--- src/hmpc_pkg.sv ---
// constants, codes and carrier types for the hall pattern control block
package hmpc_pkg;

	// ------------------------------------------------------------
	// register byte offsets
	// ------------------------------------------------------------
	localparam logic [7:0]  OFS_MODCTL   = 8'h00;
	localparam logic [7:0]  OFS_PCTRL    = 8'h04;
	localparam logic [7:0]  OFS_SHADOW   = 8'h08;
	localparam logic [7:0]  OFS_ACTIVE   = 8'h0C;
	localparam logic [7:0]  OFS_STATUS   = 8'h10;
	localparam logic [7:0]  OFS_DTRELOAD = 8'h14;

	// ------------------------------------------------------------
	// reset values and masks
	// ------------------------------------------------------------
	localparam logic [15:0] MODCTL_RST   = 16'h0000;
	localparam logic [15:0] MODCTL_WMASK = 16'hBFBF;
	localparam logic [7:0]  DT_RELOAD_RST = 8'h04;
	localparam logic [2:0]  SEL_RST      = 3'h0;
	localparam logic [1:0]  SYN_RST      = 2'h0;

	// ------------------------------------------------------------
	// field positions
	// ------------------------------------------------------------
	localparam int MC_ECT      = 15;
	localparam int MC_TB_LSB   = 8;
	localparam int MC_EN       = 7;
	localparam int MC_TA_LSB   = 0;
	localparam int PC_SEL_LSB  = 0;
	localparam int PC_SYN_LSB  = 4;
	localparam int SH_PAT_LSB  = 0;
	localparam int SH_PREQ     = 7;
	localparam int SH_EXP_LSB  = 8;
	localparam int SH_CUR_LSB  = 11;
	localparam int SH_HREQ     = 15;
	localparam int ST_XFER     = 0;
	localparam int ST_CHE      = 1;
	localparam int ST_WHE      = 2;
	localparam int ST_REM      = 3;
	localparam int ST_HALL_LSB = 4;

	// ------------------------------------------------------------
	// codes
	// ------------------------------------------------------------
	typedef enum logic [2:0] {
		TRG_NONE   = 3'b000,
		TRG_CHE    = 3'b001,
		TRG_TB_PM  = 3'b010,
		TRG_TA_OM  = 3'b011,
		TRG_CH1_UP = 3'b100,
		TRG_TA_PM  = 3'b101
	} hmpc_trig_t;

	typedef enum logic [1:0] {
		SYN_DIRECT = 2'b00,
		SYN_TB_ZM  = 2'b01,
		SYN_TA_ZM  = 2'b10,
		SYN_RSVD   = 2'b11
	} hmpc_sync_t;

	// ------------------------------------------------------------
	// carriers
	// ------------------------------------------------------------
	typedef struct packed {
		logic tb_period;
		logic ta_one_down;
		logic ta_ch1_up;
		logic ta_period_up;
		logic tb_zero;
		logic ta_zero_up;
	} hmpc_tmr_ev_t;

	typedef struct packed {
		logic [5:0] pat;
		logic [2:0] exp;
		logic [2:0] cur;
	} hmpc_pattern_t;

endpackage

--- src/hmpc_hall_filter.sv ---
// hall edge detection and dead-time delay producing the compare ready strobe
`timescale 1ns/1ps
module hmpc_hall_filter #(
	parameter int DT_W = 8
) (
	input  wire logic            clk,
	input  wire logic            srst,
	input  wire logic [2:0]      hall_in,
	input  wire logic [DT_W-1:0] reload,
	output logic                 ready
);
	typedef struct packed {
		logic [2:0]      prev;
		logic [DT_W-1:0] cnt;
	} hmpc_flt_st_t;

	hmpc_flt_st_t s_r;
	hmpc_flt_st_t s_nxt;
	logic         edge_det;

	// edge reloads and restarts the counter, ready at count one
	always_comb
	begin
		s_nxt      = s_r;
		edge_det   = (hall_in != s_r.prev);
		s_nxt.prev = hall_in;
		if (edge_det)
			s_nxt.cnt = (reload == '0) ? DT_W'(1) : reload;
		else if (s_r.cnt != '0)
			s_nxt.cnt = s_r.cnt - DT_W'(1);
		ready = (s_r.cnt == DT_W'(1));
	end

	// state register
	always_ff @(posedge clk)
	begin
		if (srst)
			s_r <= '0;
		else
			s_r <= s_nxt;
	end
endmodule

--- src/hmpc_xfer_sync.sv ---
// trigger selection and timer synchronisation of the pattern shadow transfer
`timescale 1ns/1ps
module hmpc_xfer_sync (
	input  wire logic                  clk,
	input  wire logic                  srst,
	input  wire logic [2:0]            trig_sel,
	input  wire logic [1:0]            sync_sel,
	input  wire logic                  che,
	input  wire hmpc_pkg::hmpc_tmr_ev_t ev,
	input  wire logic                  sw_req,
	output logic                       xfer,
	output logic                       rem
);
	typedef struct packed {
		logic rem;
	} hmpc_sync_st_t;

	hmpc_sync_st_t s_r;
	hmpc_sync_st_t s_nxt;
	logic          trig;
	logic          sync_ev;

	// trigger choice, reserved codes give nothing
	always_comb
	begin
		case (hmpc_pkg::hmpc_trig_t'(trig_sel))
			hmpc_pkg::TRG_CHE:    trig = che;
			hmpc_pkg::TRG_TB_PM:  trig = ev.tb_period;
			hmpc_pkg::TRG_TA_OM:  trig = ev.ta_one_down;
			hmpc_pkg::TRG_CH1_UP: trig = ev.ta_ch1_up;
			hmpc_pkg::TRG_TA_PM:  trig = ev.ta_period_up;
			default:              trig = 1'b0;
		endcase
	end

	// synchronisation event and transfer decision
	always_comb
	begin
		s_nxt = s_r;
		case (hmpc_pkg::hmpc_sync_t'(sync_sel))
			hmpc_pkg::SYN_TB_ZM: sync_ev = ev.tb_zero;
			hmpc_pkg::SYN_TA_ZM: sync_ev = ev.ta_zero_up;
			default:             sync_ev = 1'b0;
		endcase
		if (sync_sel == hmpc_pkg::SYN_DIRECT)
			xfer = sw_req | trig;
		else
			xfer = sw_req | ((s_r.rem | trig) & sync_ev);
		// set wins over clear, unless the trigger transfers at once without a software request
		if (trig && sync_sel != hmpc_pkg::SYN_DIRECT && !(xfer && !sw_req))
			s_nxt.rem = 1'b1;
		else if (xfer)
			s_nxt.rem = 1'b0;
		rem = s_r.rem;
	end

	// state register
	always_ff @(posedge clk)
	begin
		if (srst)
			s_r <= '0;
		else
			s_r <= s_nxt;
	end
endmodule

--- src/hmpc_top.sv ---
// hall multichannel pattern control with apb register file
//
// Implementation choices: the placing of the registers and the APB register port.
`timescale 1ns/1ps
module hmpc_top #(
	parameter int DT_W = 8
) (
	input  wire logic                   SYS_CLK,
	input  wire logic                   SRST,
	input  wire logic                   PSEL,
	input  wire logic                   PENABLE,
	input  wire logic                   PWRITE,
	input  wire logic [7:0]             PADDR,
	input  wire logic [31:0]            PWDATA,
	output logic      [31:0]            PRDATA,
	output logic                        PREADY,
	output logic                        PSLVERR,
	input  wire logic [2:0]             HALL_IN,
	input  wire hmpc_pkg::hmpc_tmr_ev_t TIMER_EV,
	input  wire logic [5:0]             TA_PWM,
	input  wire logic                   TB_PWM,
	input  wire logic                   TB_COMPARE_IN,
	output logic      [5:0]             OUT_LINES,
	output logic                        TB_COMPARE_OUT,
	output logic                        CORRECT_HALL_EVENT,
	output logic                        WRONG_HALL_EVENT,
	output logic                        PATTERN_SHADOW_TRANSFER
);
	typedef struct packed {
		logic [15:0]            modctl;
		logic [2:0]             sel;
		logic [1:0]             syn;
		hmpc_pkg::hmpc_pattern_t shadow;
		hmpc_pkg::hmpc_pattern_t active;
		logic [2:0]             sampled;
		logic                   f_xfer;
		logic                   f_che;
		logic                   f_whe;
		logic [DT_W-1:0]        dt_reload;
		logic                   che;
		logic                   whe;
		logic                   xfer;
		logic [5:0]             out;
		logic                   tbout;
		logic [31:0]            prdata;
	} hmpc_top_st_t;

	hmpc_top_st_t s_r;
	hmpc_top_st_t s_nxt;
	logic         ready;
	logic         xfer;
	logic         rem;
	logic         sw_preq;
	logic         sw_hreq;
	logic         setup;
	logic         wr;
	logic         hit;
	logic [31:0]  rd_word;
	logic [5:0]   ta_en;
	logic [5:0]   tb_en;
	logic [5:0]   src;
	logic         che_now;
	logic         whe_now;

	// ------------------------------------------------------------
	// hall input filter
	// ------------------------------------------------------------
	hmpc_hall_filter #(
		.DT_W (DT_W)
	) u_filter (
		.clk     (SYS_CLK),
		.srst    (SRST),
		.hall_in (HALL_IN),
		.reload  (s_r.dt_reload),
		.ready   (ready)
	);

	// ------------------------------------------------------------
	// pattern transfer trigger and synchronisation
	// ------------------------------------------------------------
	hmpc_xfer_sync u_sync (
		.clk      (SYS_CLK),
		.srst     (SRST),
		.trig_sel (s_r.sel),
		.sync_sel (s_r.syn),
		.che      (s_r.che),
		.ev       (TIMER_EV),
		.sw_req   (sw_preq),
		.xfer     (xfer),
		.rem      (rem)
	);

	// ------------------------------------------------------------
	// apb decode
	// ------------------------------------------------------------
	// zero wait states, unmapped access answers with an error
	always_comb
	begin
		setup   = PSEL & ~PENABLE;
		wr      = PSEL & PENABLE & PWRITE;
		hit     = 1'b1;
		rd_word = '0;
		if (PADDR == hmpc_pkg::OFS_MODCTL)
			rd_word[15:0] = s_r.modctl;
		else if (PADDR == hmpc_pkg::OFS_PCTRL)
		begin
			rd_word[hmpc_pkg::PC_SEL_LSB +: 3] = s_r.sel;
			rd_word[hmpc_pkg::PC_SYN_LSB +: 2] = s_r.syn;
		end
		else if (PADDR == hmpc_pkg::OFS_SHADOW)
		begin
			rd_word[hmpc_pkg::SH_PAT_LSB +: 6] = s_r.shadow.pat;
			rd_word[hmpc_pkg::SH_EXP_LSB +: 3] = s_r.shadow.exp;
			rd_word[hmpc_pkg::SH_CUR_LSB +: 3] = s_r.shadow.cur;
		end
		else if (PADDR == hmpc_pkg::OFS_ACTIVE)
		begin
			rd_word[hmpc_pkg::SH_PAT_LSB +: 6] = s_r.active.pat;
			rd_word[hmpc_pkg::SH_EXP_LSB +: 3] = s_r.active.exp;
			rd_word[hmpc_pkg::SH_CUR_LSB +: 3] = s_r.active.cur;
		end
		else if (PADDR == hmpc_pkg::OFS_STATUS)
		begin
			rd_word[hmpc_pkg::ST_XFER] = s_r.f_xfer;
			rd_word[hmpc_pkg::ST_CHE]  = s_r.f_che;
			rd_word[hmpc_pkg::ST_WHE]  = s_r.f_whe;
			rd_word[hmpc_pkg::ST_REM]  = rem;
			rd_word[hmpc_pkg::ST_HALL_LSB +: 3] = s_r.sampled;
		end
		else if (PADDR == hmpc_pkg::OFS_DTRELOAD)
			rd_word[DT_W-1:0] = s_r.dt_reload;
		else
			hit = 1'b0;
		PREADY  = 1'b1;
		PSLVERR = PSEL & PENABLE & ~hit;
	end

	// software transfer requests travel with the shadow write
	always_comb
	begin
		sw_preq = wr && PADDR == hmpc_pkg::OFS_SHADOW && PWDATA[hmpc_pkg::SH_PREQ];
		sw_hreq = wr && PADDR == hmpc_pkg::OFS_SHADOW && PWDATA[hmpc_pkg::SH_HREQ];
	end

	// ------------------------------------------------------------
	// hall compare
	// ------------------------------------------------------------
	// expected match has priority, current match is a spike
	always_comb
	begin
		che_now = ready && HALL_IN == s_r.active.exp;
		whe_now = ready && HALL_IN != s_r.active.exp
			&& HALL_IN != s_r.active.cur;
	end

	// ------------------------------------------------------------
	// output modulation
	// ------------------------------------------------------------
	// bit 5..0: ch2 inv, ch2 dir, ch1 inv, ch1 dir, ch0 inv, ch0 dir
	always_comb
	begin
		ta_en = s_r.modctl[hmpc_pkg::MC_TA_LSB +: 6];
		tb_en = s_r.modctl[hmpc_pkg::MC_TB_LSB +: 6];
		src   = (ta_en & TA_PWM) | (tb_en & {6{TB_PWM}});
	end

	// ------------------------------------------------------------
	// next state
	// ------------------------------------------------------------
	always_comb
	begin
		s_nxt = s_r;
		// register writes take effect in the access phase
		if (wr && PADDR == hmpc_pkg::OFS_MODCTL)
			s_nxt.modctl = PWDATA[15:0] & hmpc_pkg::MODCTL_WMASK;
		if (wr && PADDR == hmpc_pkg::OFS_PCTRL)
		begin
			s_nxt.sel = PWDATA[hmpc_pkg::PC_SEL_LSB +: 3];
			s_nxt.syn = PWDATA[hmpc_pkg::PC_SYN_LSB +: 2];
		end
		if (wr && PADDR == hmpc_pkg::OFS_SHADOW)
		begin
			s_nxt.shadow.pat = PWDATA[hmpc_pkg::SH_PAT_LSB +: 6];
			s_nxt.shadow.exp = PWDATA[hmpc_pkg::SH_EXP_LSB +: 3];
			s_nxt.shadow.cur = PWDATA[hmpc_pkg::SH_CUR_LSB +: 3];
		end
		if (wr && PADDR == hmpc_pkg::OFS_DTRELOAD)
			s_nxt.dt_reload = PWDATA[DT_W-1:0];
		// status flags: write one clears, hardware set wins
		if (wr && PADDR == hmpc_pkg::OFS_STATUS)
		begin
			if (PWDATA[hmpc_pkg::ST_XFER])
				s_nxt.f_xfer = 1'b0;
			if (PWDATA[hmpc_pkg::ST_CHE])
				s_nxt.f_che = 1'b0;
			if (PWDATA[hmpc_pkg::ST_WHE])
				s_nxt.f_whe = 1'b0;
		end
		if (xfer)
			s_nxt.f_xfer = 1'b1;
		if (s_r.che)
			s_nxt.f_che = 1'b1;
		if (s_r.whe)
			s_nxt.f_whe = 1'b1;
		// sample and compare on the ready strobe only
		if (ready)
			s_nxt.sampled = HALL_IN;
		s_nxt.che = che_now;
		s_nxt.whe = whe_now;
		// hall patterns move on correct event or software request
		if (s_r.che || sw_hreq)
		begin
			s_nxt.active.exp = s_nxt.shadow.exp;
			s_nxt.active.cur = s_nxt.shadow.cur;
		end
		// modulation pattern moves only on the transfer signal
		if (xfer)
			s_nxt.active.pat = s_nxt.shadow.pat;
		s_nxt.xfer = xfer;
		// pattern mode gates the outputs with the active pattern
		if (s_r.modctl[hmpc_pkg::MC_EN])
			s_nxt.out = (src | ~(ta_en | tb_en)) & s_r.active.pat;
		else
			s_nxt.out = src;
		s_nxt.tbout = s_r.modctl[hmpc_pkg::MC_ECT] & TB_COMPARE_IN;
		if (setup)
			s_nxt.prdata = rd_word;
	end

	// ------------------------------------------------------------
	// state register
	// ------------------------------------------------------------
	always_ff @(posedge SYS_CLK)
	begin
		if (SRST)
		begin
			s_r           <= '0;
			s_r.modctl    <= hmpc_pkg::MODCTL_RST;
			s_r.sel       <= hmpc_pkg::SEL_RST;
			s_r.syn       <= hmpc_pkg::SYN_RST;
			s_r.dt_reload <= DT_W'(hmpc_pkg::DT_RELOAD_RST);
		end
		else
			s_r <= s_nxt;
	end

	// registered outputs
	always_comb
	begin
		PRDATA                  = s_r.prdata;
		OUT_LINES               = s_r.out;
		TB_COMPARE_OUT          = s_r.tbout;
		CORRECT_HALL_EVENT      = s_r.che;
		WRONG_HALL_EVENT        = s_r.whe;
		PATTERN_SHADOW_TRANSFER = s_r.xfer;
	end
endmodule

--- config.mk ---
export PLATFORM = sky130hd
export DESIGN_NAME = hmpc_top
export DESIGN_NICKNAME = d
export VERILOG_FILES = /design/src/hmpc_pkg.sv /design/src/hmpc_hall_filter.sv /design/src/hmpc_xfer_sync.sv /design/src/hmpc_top.sv
export SDC_FILE = /design/constraint.sdc
export NUM_CORES = 1
export LEC_CHECK = 0
export BUFFER_PORTS_ARGS = -buffer_cell sky130_fd_sc_hd__buf_2
export CORE_MARGIN = 2
export CORE_UTILIZATION = 55
export DETAILED_ROUTE_END_ITERATION = 10
export PLACE_DENSITY = 0.91
export SETUP_SLACK_MARGIN = 0.1
export SLEW_MARGIN = 0
export SYNTH_ARGS = -nofsm -noshare
export SYNTH_HDL_FRONTEND = slang
export SYNTH_SLANG_ARGS = --single-unit
--- constraint.sdc ---
create_clock -name SYS_CLK -period 2.4 [get_ports SYS_CLK]
set_input_delay 0.24 -clock SYS_CLK [delete_from_list [all_inputs] [get_ports SYS_CLK]]
set_output_delay 0.24 -clock SYS_CLK [all_outputs]
set_load 0.01 [all_outputs]
==> results.json, run 1 <==
{
  "finalSetupViolCount": 0,
  "vdd_drop_max_v": 0.000321,
  "num_io_pins": 106,
  "p_per_area_nw_per_um2": 583,
  "max_stage_delay_ps": 440,
  "h-tree-depth": 3,
  "leakage_nw": 2.12,
  "start_util_pct": 57.1,
  "path_cells": "inv_1, ha_1, a22o_1, a21o_1, o211ai_1, nand2_2, mux2_2",
  "synth_edf_count": 0,
  "worstPathMaxFanout": 6,
  "post_cts_buffers": 0,
  "switching_share_pct": 26.8,
  "critPathTopFamily": "compound AO/OA/AOI/OAI gates",
  "die_h_um": 96.8,
  "fin_worst_skew_ps": 9.96,
  "core_sq_um": 8300,
  "cts_root_buffer": "clkbuf_8",
  "route.antenna.remaining_nets": 0,
  "path_clk_slew_ps": 100,
  "cts_tree": "yes",
  "n_antenna_cell": 0,
  "wl_met1_um": 4970,
  "wirelength_um": 12300,
  "layout_commonest_cell": "dfxtp_1",
  "p_int_mw": 2.20,
  "hold_class": "in2reg",
  "port_buffers": 70,
  "ctsResizeCount": 0,
  "gp_congestion": 0.936,
  "crit_required_ps": 2680,
  "synth_ff_type": "dfxtp_1",
  "dieArea_sq_um": 9380,
  "avgRoutedWirePerCell_um": 17.7,
  "final_area_sq_um": 5160,
  "viasPerCell": 6.03,
  "drive_above_1_share_pct": 21.8,
  "hpwl_um": 9100,
  "clock_latency_ps": 380,
  "drtIter0Drc": 412,
  "tightest_slew_ps": 735,
  "grt-ovfl-total": 0,
  "fillers": 697,
  "wl_met3_um": 1150,
  "antenna_found_initial": 0,
  "first_pass_iters": 5,
  "crit_path_end_kind": "register",
  "p_comb_share_pct": 9.2,
  "async_reset_ff_share_pct": 0,
  "start_kind": "register",
  "hold_viol_final": 0,
  "rows": 33,
  "synthToLayoutAreaGrowth_pct": 8.90,
  "synth.avg_cell_area_sq_um": 8.70,
  "p_switching_mw": 0.807,
  "chipWidth_um": 96.8,
  "stdcell_count": 698,
  "p_clk_share_pct": 38.0,
  "ys_seq_area_share_pct": 39.7,
  "slew_headroom_pct": 51.0,
  "final_util_pct": 62.2,
  "dp_cells": 682,
  "route.detailed.drc": 0,
  "cts_buffer_depth": 2,
  "p_seq_share_pct": 52.7,
  "path_buf_inv": 1,
  "slew_violations": 0,
  "synth_area_sq_um": 4740,
  "max_freq_ghz": 0.513,
  "layout_common_cells": "dfxtp_1, buf_2, nor2_1, nand2_1, a21oi_1",
  "crit_arrival_ps": 2220,
  "rsz0062_at_grt": "false",
  "grt_pass1_vias": 4082,
  "syn-instance-count": 545,
  "r2r-start": "s_r[80]",
  "place_area_sq_um": 4950,
  "vias": 4208,
  "synth_cell_types": 54,
  "wl_met2_um": 5730,
  "fin_crit_sh_pct": 81.2,
  "grt_start_max_net_pins": 37,
  "numCtsBuffers": 9,
  "hold_buffers": 0,
  "yosys_warnings": 0,
  "cts.sinks": 94,
  "synth_seq_cells": 94,
  "maxCapViolations": 0,
  "num-nets-final": 655,
  "status": "completed",
  "highest_layer": "met4",
  "grt_pass1_wl_um": 20000,
  "grt_usage_pct": 26.3,
  "min_period_ps": 1950,
  "worstHoldStart": "TB_COMPARE_IN",
  "cpMaxStageDelayCell": "dfxtp_1",
  "totalNegativeSetupSlack_ps": 0,
  "crit_start": "s_r[80]",
  "worst-setup-path-type": "reg2reg"
}
[power groups by stage]
stage	clock, mW	sequential (mW)	combinational [mW]
floorplan	0	1.62	0.190
global placement	0	1.62	0.260
detailed placement	0	1.62	0.268
CTS	1.14	1.58	0.272
global route	1.20	1.59	0.301
finish	1.14	1.59	0.278
[worst min-delay path, cell delays in order]
cell     delay, ps
buf_2           90
nand2_1         50
nor2_1          40
[routing by layer]
layer	vias to the layer above	track usage [%]
li1	1975	-
met1	1939	32.6
met2	241	42.9
met3	53	5.35
met4	0	13.9
met5	-	0
[synth_stat cells (all sizes together), types with 10 or more instances]
cell    count  area, sq um
buf        49          365
mux2i      26          260
nor2       67          268
inv        10         37.5
nor3       16         85.1
a21oi      46          245
nor2b      11         76.3
nand2      47          181
a221oi     13          114
dfxtp      94         1880
clkbuf     18         67.6
a22oi      12         90.1
nand3      29          168
mux2       13          146
a211oi     12         90.1
nor4       10         62.6
[through the flow]
stage,worst slack [ps],total power [mW],hold slack (ps)
5_1_grt,369,3.09,112
2_1_floorplan,673,1.81,361
4_1_cts,474,3.00,78.8
3_5_place_dp,376,1.89,449
3_3_place_gp,408,1.88,439
6_report,452,3.01,76.6
[final cells by class]
cell class                 instances  area (sq um)  share of cell area (%)
multi-input combinational        390          2450                    47.4
timing repair buffer              83           448                    8.68
tap                              105           131                    2.55
clock inverter                     6          77.6                    1.50
inverter                          10          37.5                   0.727
sequential                        94          1880                    36.5
clock buffer                      10           138                    2.67
[registers in the layout, indices dropped and copies added (netlist names)]
name and count:
CORRECT_HALL_EVENT 1, OUT_LINES 6, PATTERN_SHADOW_TRANSFER 1, PRDATA 15, TB_COMPARE_OUT 1, WRONG_HALL_EVENT 1, s_r 57, u_filter.s_r 11
u_sync.rem 1
[worst paths after layout]
check,to,slack [ps],depth (start not counted)
worst min register to register,PRDATA[15],460,2
worst max register to register,s_r[66],450,7
worst max-delay path,s_r[66],450,7
worst min-delay path,TB_COMPARE_OUT,80,3
[logic make-up after synthesis]
family | count (synthesis) | share of synthesized area, %
and+or+nand+nor | 199 | 21.3
AOI/OAI and AO/OA | 115 | 16.4
DFF | 94 | 39.7
buffers and inverters | 77 | 9.93
muxes | 39 | 8.58
xor gates and xnor gates | 14 | 2.59
adders and majority gates | 5 | 1.32
other | 2 | 0.158
(Power assumes the default switching activity.)
==> run 2, diff against run 1 <==
--- a/config.mk
+++ b/config.mk
@@ -7,9 +7,9 @@
 export LEC_CHECK = 0
 export BUFFER_PORTS_ARGS = -buffer_cell sky130_fd_sc_hd__buf_2
 export CORE_MARGIN = 2
-export CORE_UTILIZATION = 55
+export CORE_UTILIZATION = 54
 export DETAILED_ROUTE_END_ITERATION = 10
-export PLACE_DENSITY = 0.91
+export PLACE_DENSITY = 0.9
 export SETUP_SLACK_MARGIN = 0.1
 export SLEW_MARGIN = 0
 export SYNTH_ARGS = -nofsm -noshare
==> constraint.sdc (replaced) <==
create_clock -name SYS_CLK -period 1.95 [get_ports SYS_CLK]
set_input_delay 0.195 -clock SYS_CLK [delete_from_list [all_inputs] [get_ports SYS_CLK]]
set_output_delay 0.195 -clock SYS_CLK [all_outputs]
set_load 0.01 [all_outputs]
==> run 2 against run 1 <==
  * Combinational power grew 25%
  * Clock skew rose by 4.4 ps
  * Cell area up 3.1%
  * Final cell count grew 2.9%
  * Flip-flop and latch count did not move
  * Critical path depth stayed put
  * Largest power group unchanged
  * Power up 16%
  * Critical path type unchanged
==> results.json, run 2 (synthesis gave the netlist of run 1 again) <==
{
  "status": "completed",
  "grt_usage_pct": 25.6,
  "ff2ff_path_depth": 7,
  "whs_path_depth": 3,
  "grt_pass1_vias": 3949,
  "r2r-start": "s_r[80]",
  "totalNegativeSetupSlack_ps": 0,
  "route.antenna.remaining_nets": 0,
  "layout_commonest_cell": "dfxtp_1",
  "grt-ovfl-total": 0,
  "p_clk_share_pct": 34.3,
  "clock_latency_ps": 370,
  "synthToLayoutAreaGrowth_pct": 12.2,
  "grt_start_max_net_pins": 39,
  "start_util_pct": 54.9,
  "maxCapViolations": 0,
  "route.detailed.drc": 0,
  "place_area_sq_um": 5050,
  "switching_share_pct": 27.3,
  "gp_congestion": 0.903,
  "cpMaxStageDelayCell": "dfxtp_4",
  "num_io_pins": 106,
  "slew_violations": 0,
  "path_cells": "inv_4, ha_4, a22o_1, a21o_1, o211ai_1, nand2_2, mux2_4",
  "r2r_slack_ps": 120,
  "path_buf_inv": 1,
  "rows": 34,
  "p_seq_share_pct": 55.7,
  "max_stage_delay_ps": 390,
  "drive_above_1_share_pct": 25.2,
  "layout_common_cells": "dfxtp_1, buf_2, nor2_1, nand2_1, a21oi_1",
  "cts_buffer_depth": 2,
  "worst-setup-path-type": "reg2reg",
  "tightest_slew_ps": 777,
  "chipWidth_um": 97.7,
  "start_kind": "register",
  "fin_worst_skew_ps": 14.3,
  "hpwl_um": 9050,
  "first_pass_iters": 5,
  "core_sq_um": 8640,
  "h-tree-depth": 3,
  "vias": 4277,
  "cts_root_buffer": "clkbuf_8",
  "hold_viol_final": 0,
  "cts.sinks": 94,
  "crit_path_end_kind": "register",
  "numCtsBuffers": 9,
  "wirelength_um": 12400,
  "slew_headroom_pct": 48.2,
  "vdd_drop_max_v": 0.000534,
  "p_switching_mw": 0.955,
  "critPathTopFamily": "compound AO/OA/AOI/OAI gates",
  "dieArea_sq_um": 9540,
  "hold_buffers": 0,
  "num-nets-final": 672,
  "port_buffers": 70,
  "crit_arrival_ps": 2080,
  "avgRoutedWirePerCell_um": 17.2,
  "drtIter0Drc": 416,
  "largest_register_ffs": 57,
  "hold_class": "in2reg",
  "max_freq_ghz": 0.546,
  "crit_required_ps": 2200,
  "min_period_ps": 1830,
  "p_comb_share_pct": 10.0,
  "cts_tree": "yes",
  "hold_end": "TB_COMPARE_OUT",
  "path_clk_slew_ps": 100,
  "viasPerCell": 5.96,
  "r2r_end": "s_r[64]",
  "n_antenna_cell": 0,
  "grt_pass1_wl_um": 19600,
  "antenna_found_initial": 0,
  "worstPathMaxFanout": 6,
  "p_int_mw": 2.54,
  "final_area_sq_um": 5320,
  "worstHoldStart": "TB_COMPARE_IN",
  "fin_crit_sh_pct": 93.9,
  "largest-register": "s_r",
  "rsz0062_at_grt": "true",
  "die_h_um": 97.7,
  "finalSetupViolCount": 0,
  "leakage_nw": 2.20,
  "p_per_area_nw_per_um2": 657
}
[run 2: changes by cell type in the layout (fill, tap and decap cells not counted), sizes merged]
cell	before	now
buf	83	100
clkinvlp	1	3
bufinv	1	0
clkbuf	10	9
[run 2: power groups by stage]
stage               clock [mW]  sequential, mW  combinational, mW
CTS                       1.22            1.95              0.342
global placement             0            1.99              0.330
detailed placement           0            1.99              0.341
floorplan                    0            1.99              0.234
finish                    1.20            1.95              0.348
global route              1.29            1.95              0.379
[run 2: worst register-to-register path: cells and delay by family, from the launching register on]
| kind | cells | cell delay (ps) |
|---|---|---|
| buffers and inverters | 1 | 50 |
| multiplexers | 1 | 350 |
| AO/OA/AOI/OAI | 3 | 570 |
| adder cells (fa/ha/maj) | 1 | 150 |
| AND/OR/NAND/NOR | 1 | 220 |
| flip-flops | 1 | 390 |
[run 2: worst max path at each step]
stage | start | endpoint | slack [ps] | cells past startpoint
5_1_grt | s_r[80] | s_r[64] | 60 | 7
2_1_floorplan | PADDR[4] | s_r[62] | 270 | 5
6_report | s_r[80] | s_r[64] | 120 | 7
4_1_cts | s_r[80] | s_r[64] | 100 | 7
3_3_place_gp | PADDR[4] | s_r[66] | 120 | 6
3_5_place_dp | s_r[81] | s_r[63] | 30 | 7
[run 2: stage by stage]
step                cells  utilization [%]  hold WS (ps)  setup slack [ps]  total power, mW
finish                718             61.6          42.6               120             3.50
floorplan             561                -           316               268             2.23
CTS                   714             60.6          39.0               105             3.51
detailed placement    698             58.4           436              29.8             2.34
global route          718             61.6          41.9              60.9             3.62
global placement      698             58.4           424               120             2.32
[run 2: final cells by class]
cell class / instances / area, sq um
fillers: 730 / 3320
multi-input cells: 390 / 2500
flip-flops and latches: 94 / 1890
repair buffers: 100 / 576
well taps: 108 / 135
clock buffers: 9 / 124
clock inverters: 7 / 57.6
inverters: 10 / 42.5
[run 2: repair_timing]
action | 4_1_cts | 5_1_grt
buffers inserted | 0 | 4
pin swaps | 1 | 6
setup endpoints to repair | 6 | 6
gates resized for setup | 4 | 12
[run 2: layer usage]
| metal | global-route usage [%] | up-vias | part of all wire [%] |
|---|---|---|---|
| met5 | 0 | - | 0 |
| met4 | 6.84 | 0 | 1.7 |
| met3 | 6.55 | 23 | 8.8 |
| met2 | 41.8 | 242 | 48 |
| met1 | 33.8 | 2009 | 42 |
| li1 | - | 2003 | - |
==> run 3, diff against run 2 <==
==> constraint.sdc (replaced) <==
create_clock -name SYS_CLK -period 1.95 [get_ports SYS_CLK]
set_input_delay 0.39 -clock SYS_CLK [delete_from_list [all_inputs] [get_ports SYS_CLK]]
set_output_delay 0.39 -clock SYS_CLK [all_outputs]
set_load 0.01 [all_outputs]
==> run 3 against run 2 <==
  * Clock skew shrank 5.9 ps
  * Critical path depth down 2
  * Routed wire length increased by 4.5%
  * Final cell count grew 0.42%
  * Global-route usage rose by 1.4 points
  * Count of clock-buffer cells in the layout grew 3
  * Critical endpoint is now PSLVERR
  * Largest power group unchanged
==> results.json, run 3 (synthesis gave the netlist of run 1 again) <==
{
  "num-nets-final": 675,
  "slew_headroom_pct": 65.3,
  "fin_crit_sh_pct": 93.8,
  "p_int_mw": 2.75,
  "cts_root_buffer": "clkbuf_8",
  "crit_start": "PADDR[6]",
  "synthToLayoutAreaGrowth_pct": 13.6,
  "status": "completed",
  "vias": 4346,
  "start_util_pct": 54.9,
  "crit_path_end_kind": "primary output",
  "grt_pass1_wl_um": 20500,
  "die_h_um": 97.7,
  "route.antenna.remaining_nets": 0,
  "r2r-start": "s_r[80]",
  "antenna_found_initial": 0,
  "chipWidth_um": 97.7,
  "hpwl_um": 9610,
  "dieArea_sq_um": 9540,
  "drive_above_1_share_pct": 24.6,
  "worstHoldStart": "TB_COMPARE_IN",
  "hold_class": "in2reg",
  "cts_buffer_depth": 2,
  "path_clk_slew_ps": 80,
  "rsz0062_at_grt": "false",
  "layout_commonest_cell": "dfxtp_1",
  "leakage_nw": 2.24,
  "p_clk_share_pct": 36.9,
  "p_switching_mw": 0.939,
  "num_io_pins": 106,
  "hold_viol_final": 0,
  "max_freq_ghz": 0.547,
  "gp_congestion": 0.953,
  "route.detailed.drc": 0,
  "totalNegativeSetupSlack_ps": 0,
  "wirelength_um": 12900,
  "maxCapViolations": 0,
  "viasPerCell": 6.03,
  "min_period_ps": 1830,
  "slew_violations": 0,
  "start_kind": "primary input",
  "cts.sinks": 94,
  "grt-ovfl-total": 0,
  "switching_share_pct": 25.5,
  "grt_pass1_vias": 4045,
  "clock_latency_ps": 370,
  "drtIter0Drc": 435,
  "first_pass_iters": 5,
  "avgRoutedWirePerCell_um": 17.9,
  "p_seq_share_pct": 52.9,
  "h-tree-depth": 3,
  "fin_worst_skew_ps": 8.46,
  "grt_usage_pct": 27.0,
  "finalSetupViolCount": 0,
  "tightest_slew_ps": 519,
  "crit_arrival_ps": 1440,
  "rows": 34,
  "layout_common_cells": "dfxtp_1, buf_2, nor2_1, nand2_1, a21oi_1",
  "worst-setup-path-type": "in2out",
  "n_antenna_cell": 0,
  "p_comb_share_pct": 10.2,
  "cts_tree": "yes",
  "pre_cts_ws_ps": -164,
  "p_per_area_nw_per_um2": 684,
  "core_sq_um": 8640,
  "numCtsBuffers": 9,
  "port_buffers": 70,
  "whs_ps": 247,
  "crit_required_ps": 1560,
  "r2r_slack_ps": 140,
  "largest_register_ffs": 57,
  "worstPathMaxFanout": 3,
  "layout_setup_ws_ps": 121,
  "vdd_drop_max_v": 0.000491,
  "largest-register": "s_r",
  "grt_start_max_net_pins": 41
}
## run 3: changes by cell type in the layout (fill, tap and decap cells not counted), moves of 2 or more
cell,delta
buf_12,+5
buf_4,-2
clkbuf_8,+2
dfxtp_2,+2
dfxtp_4,-2
ha_1,+3
ha_4,-3
inv_1,+2
inv_4,-2
inv_6,-2
## run 3: timing repair
action	4_1_cts	5_1_grt
setup buffers	0	2
endpoints found under the hold margin	0	0
pin swaps	0	3
gates resized for setup	4	1
hold buffers	0	0
endpoints found under the setup margin	7	7
## run 3: final timing paths
kind / endpoint / depth (start not counted)
setup reg to reg: s_r[66] / 8
setup / recovery: PSLVERR / 5
hold / removal: TB_COMPARE_OUT / 3
hold reg to reg: s_r[50] / 2
## run 3: per-layer routing
layer	wire length [um]	track usage (%)	up-vias
li1	-	-	2011
met4	308	9.94	0
met2	6370	46.0	262
met1	5070	34.3	2044
met3	1160	4.75	29
met5	0	0	-
## run 3: per-stage QoR
stage                     instances  utilization (%)  instance area, sq um  total power, mW
final                           721             62.4                  5390             3.69
after CTS                       719             62.2                  5370             3.69
after floorplan                 561                -                  4800             2.23
after detailed placement        703             59.7                  5150             2.36
after global placement          703             59.7                  5150             2.34
after global routing            721             62.4                  5390             3.81
## run 3: critical path, cell delays in order
cell and delay (ps):
buf_2 120, or4b_4 540, o21ai_2 140, a21oi_1 80
buf_2 170
## run 3: final cells by class
cell class | instances | area [sq um]
inverter | 10 | 37.5
clock buffer | 12 | 155
multi-input combinational | 390 | 2460
tap | 108 | 135
clock inverter | 4 | 53.8
timing repair buffer | 103 | 661
sequential | 94 | 1880
fill | 724 | 3250
## run 3: power by group through the flow
stage          sequential [mW]  clock (mW)  combinational [mW]
2_1_floorplan             1.99           0               0.234
3_3_place_gp              1.99           0               0.347
3_5_place_dp              2.00           0               0.360
4_1_cts                   1.95        1.37               0.367
5_1_grt                   1.95        1.46               0.402
6_report                  1.95        1.36               0.376
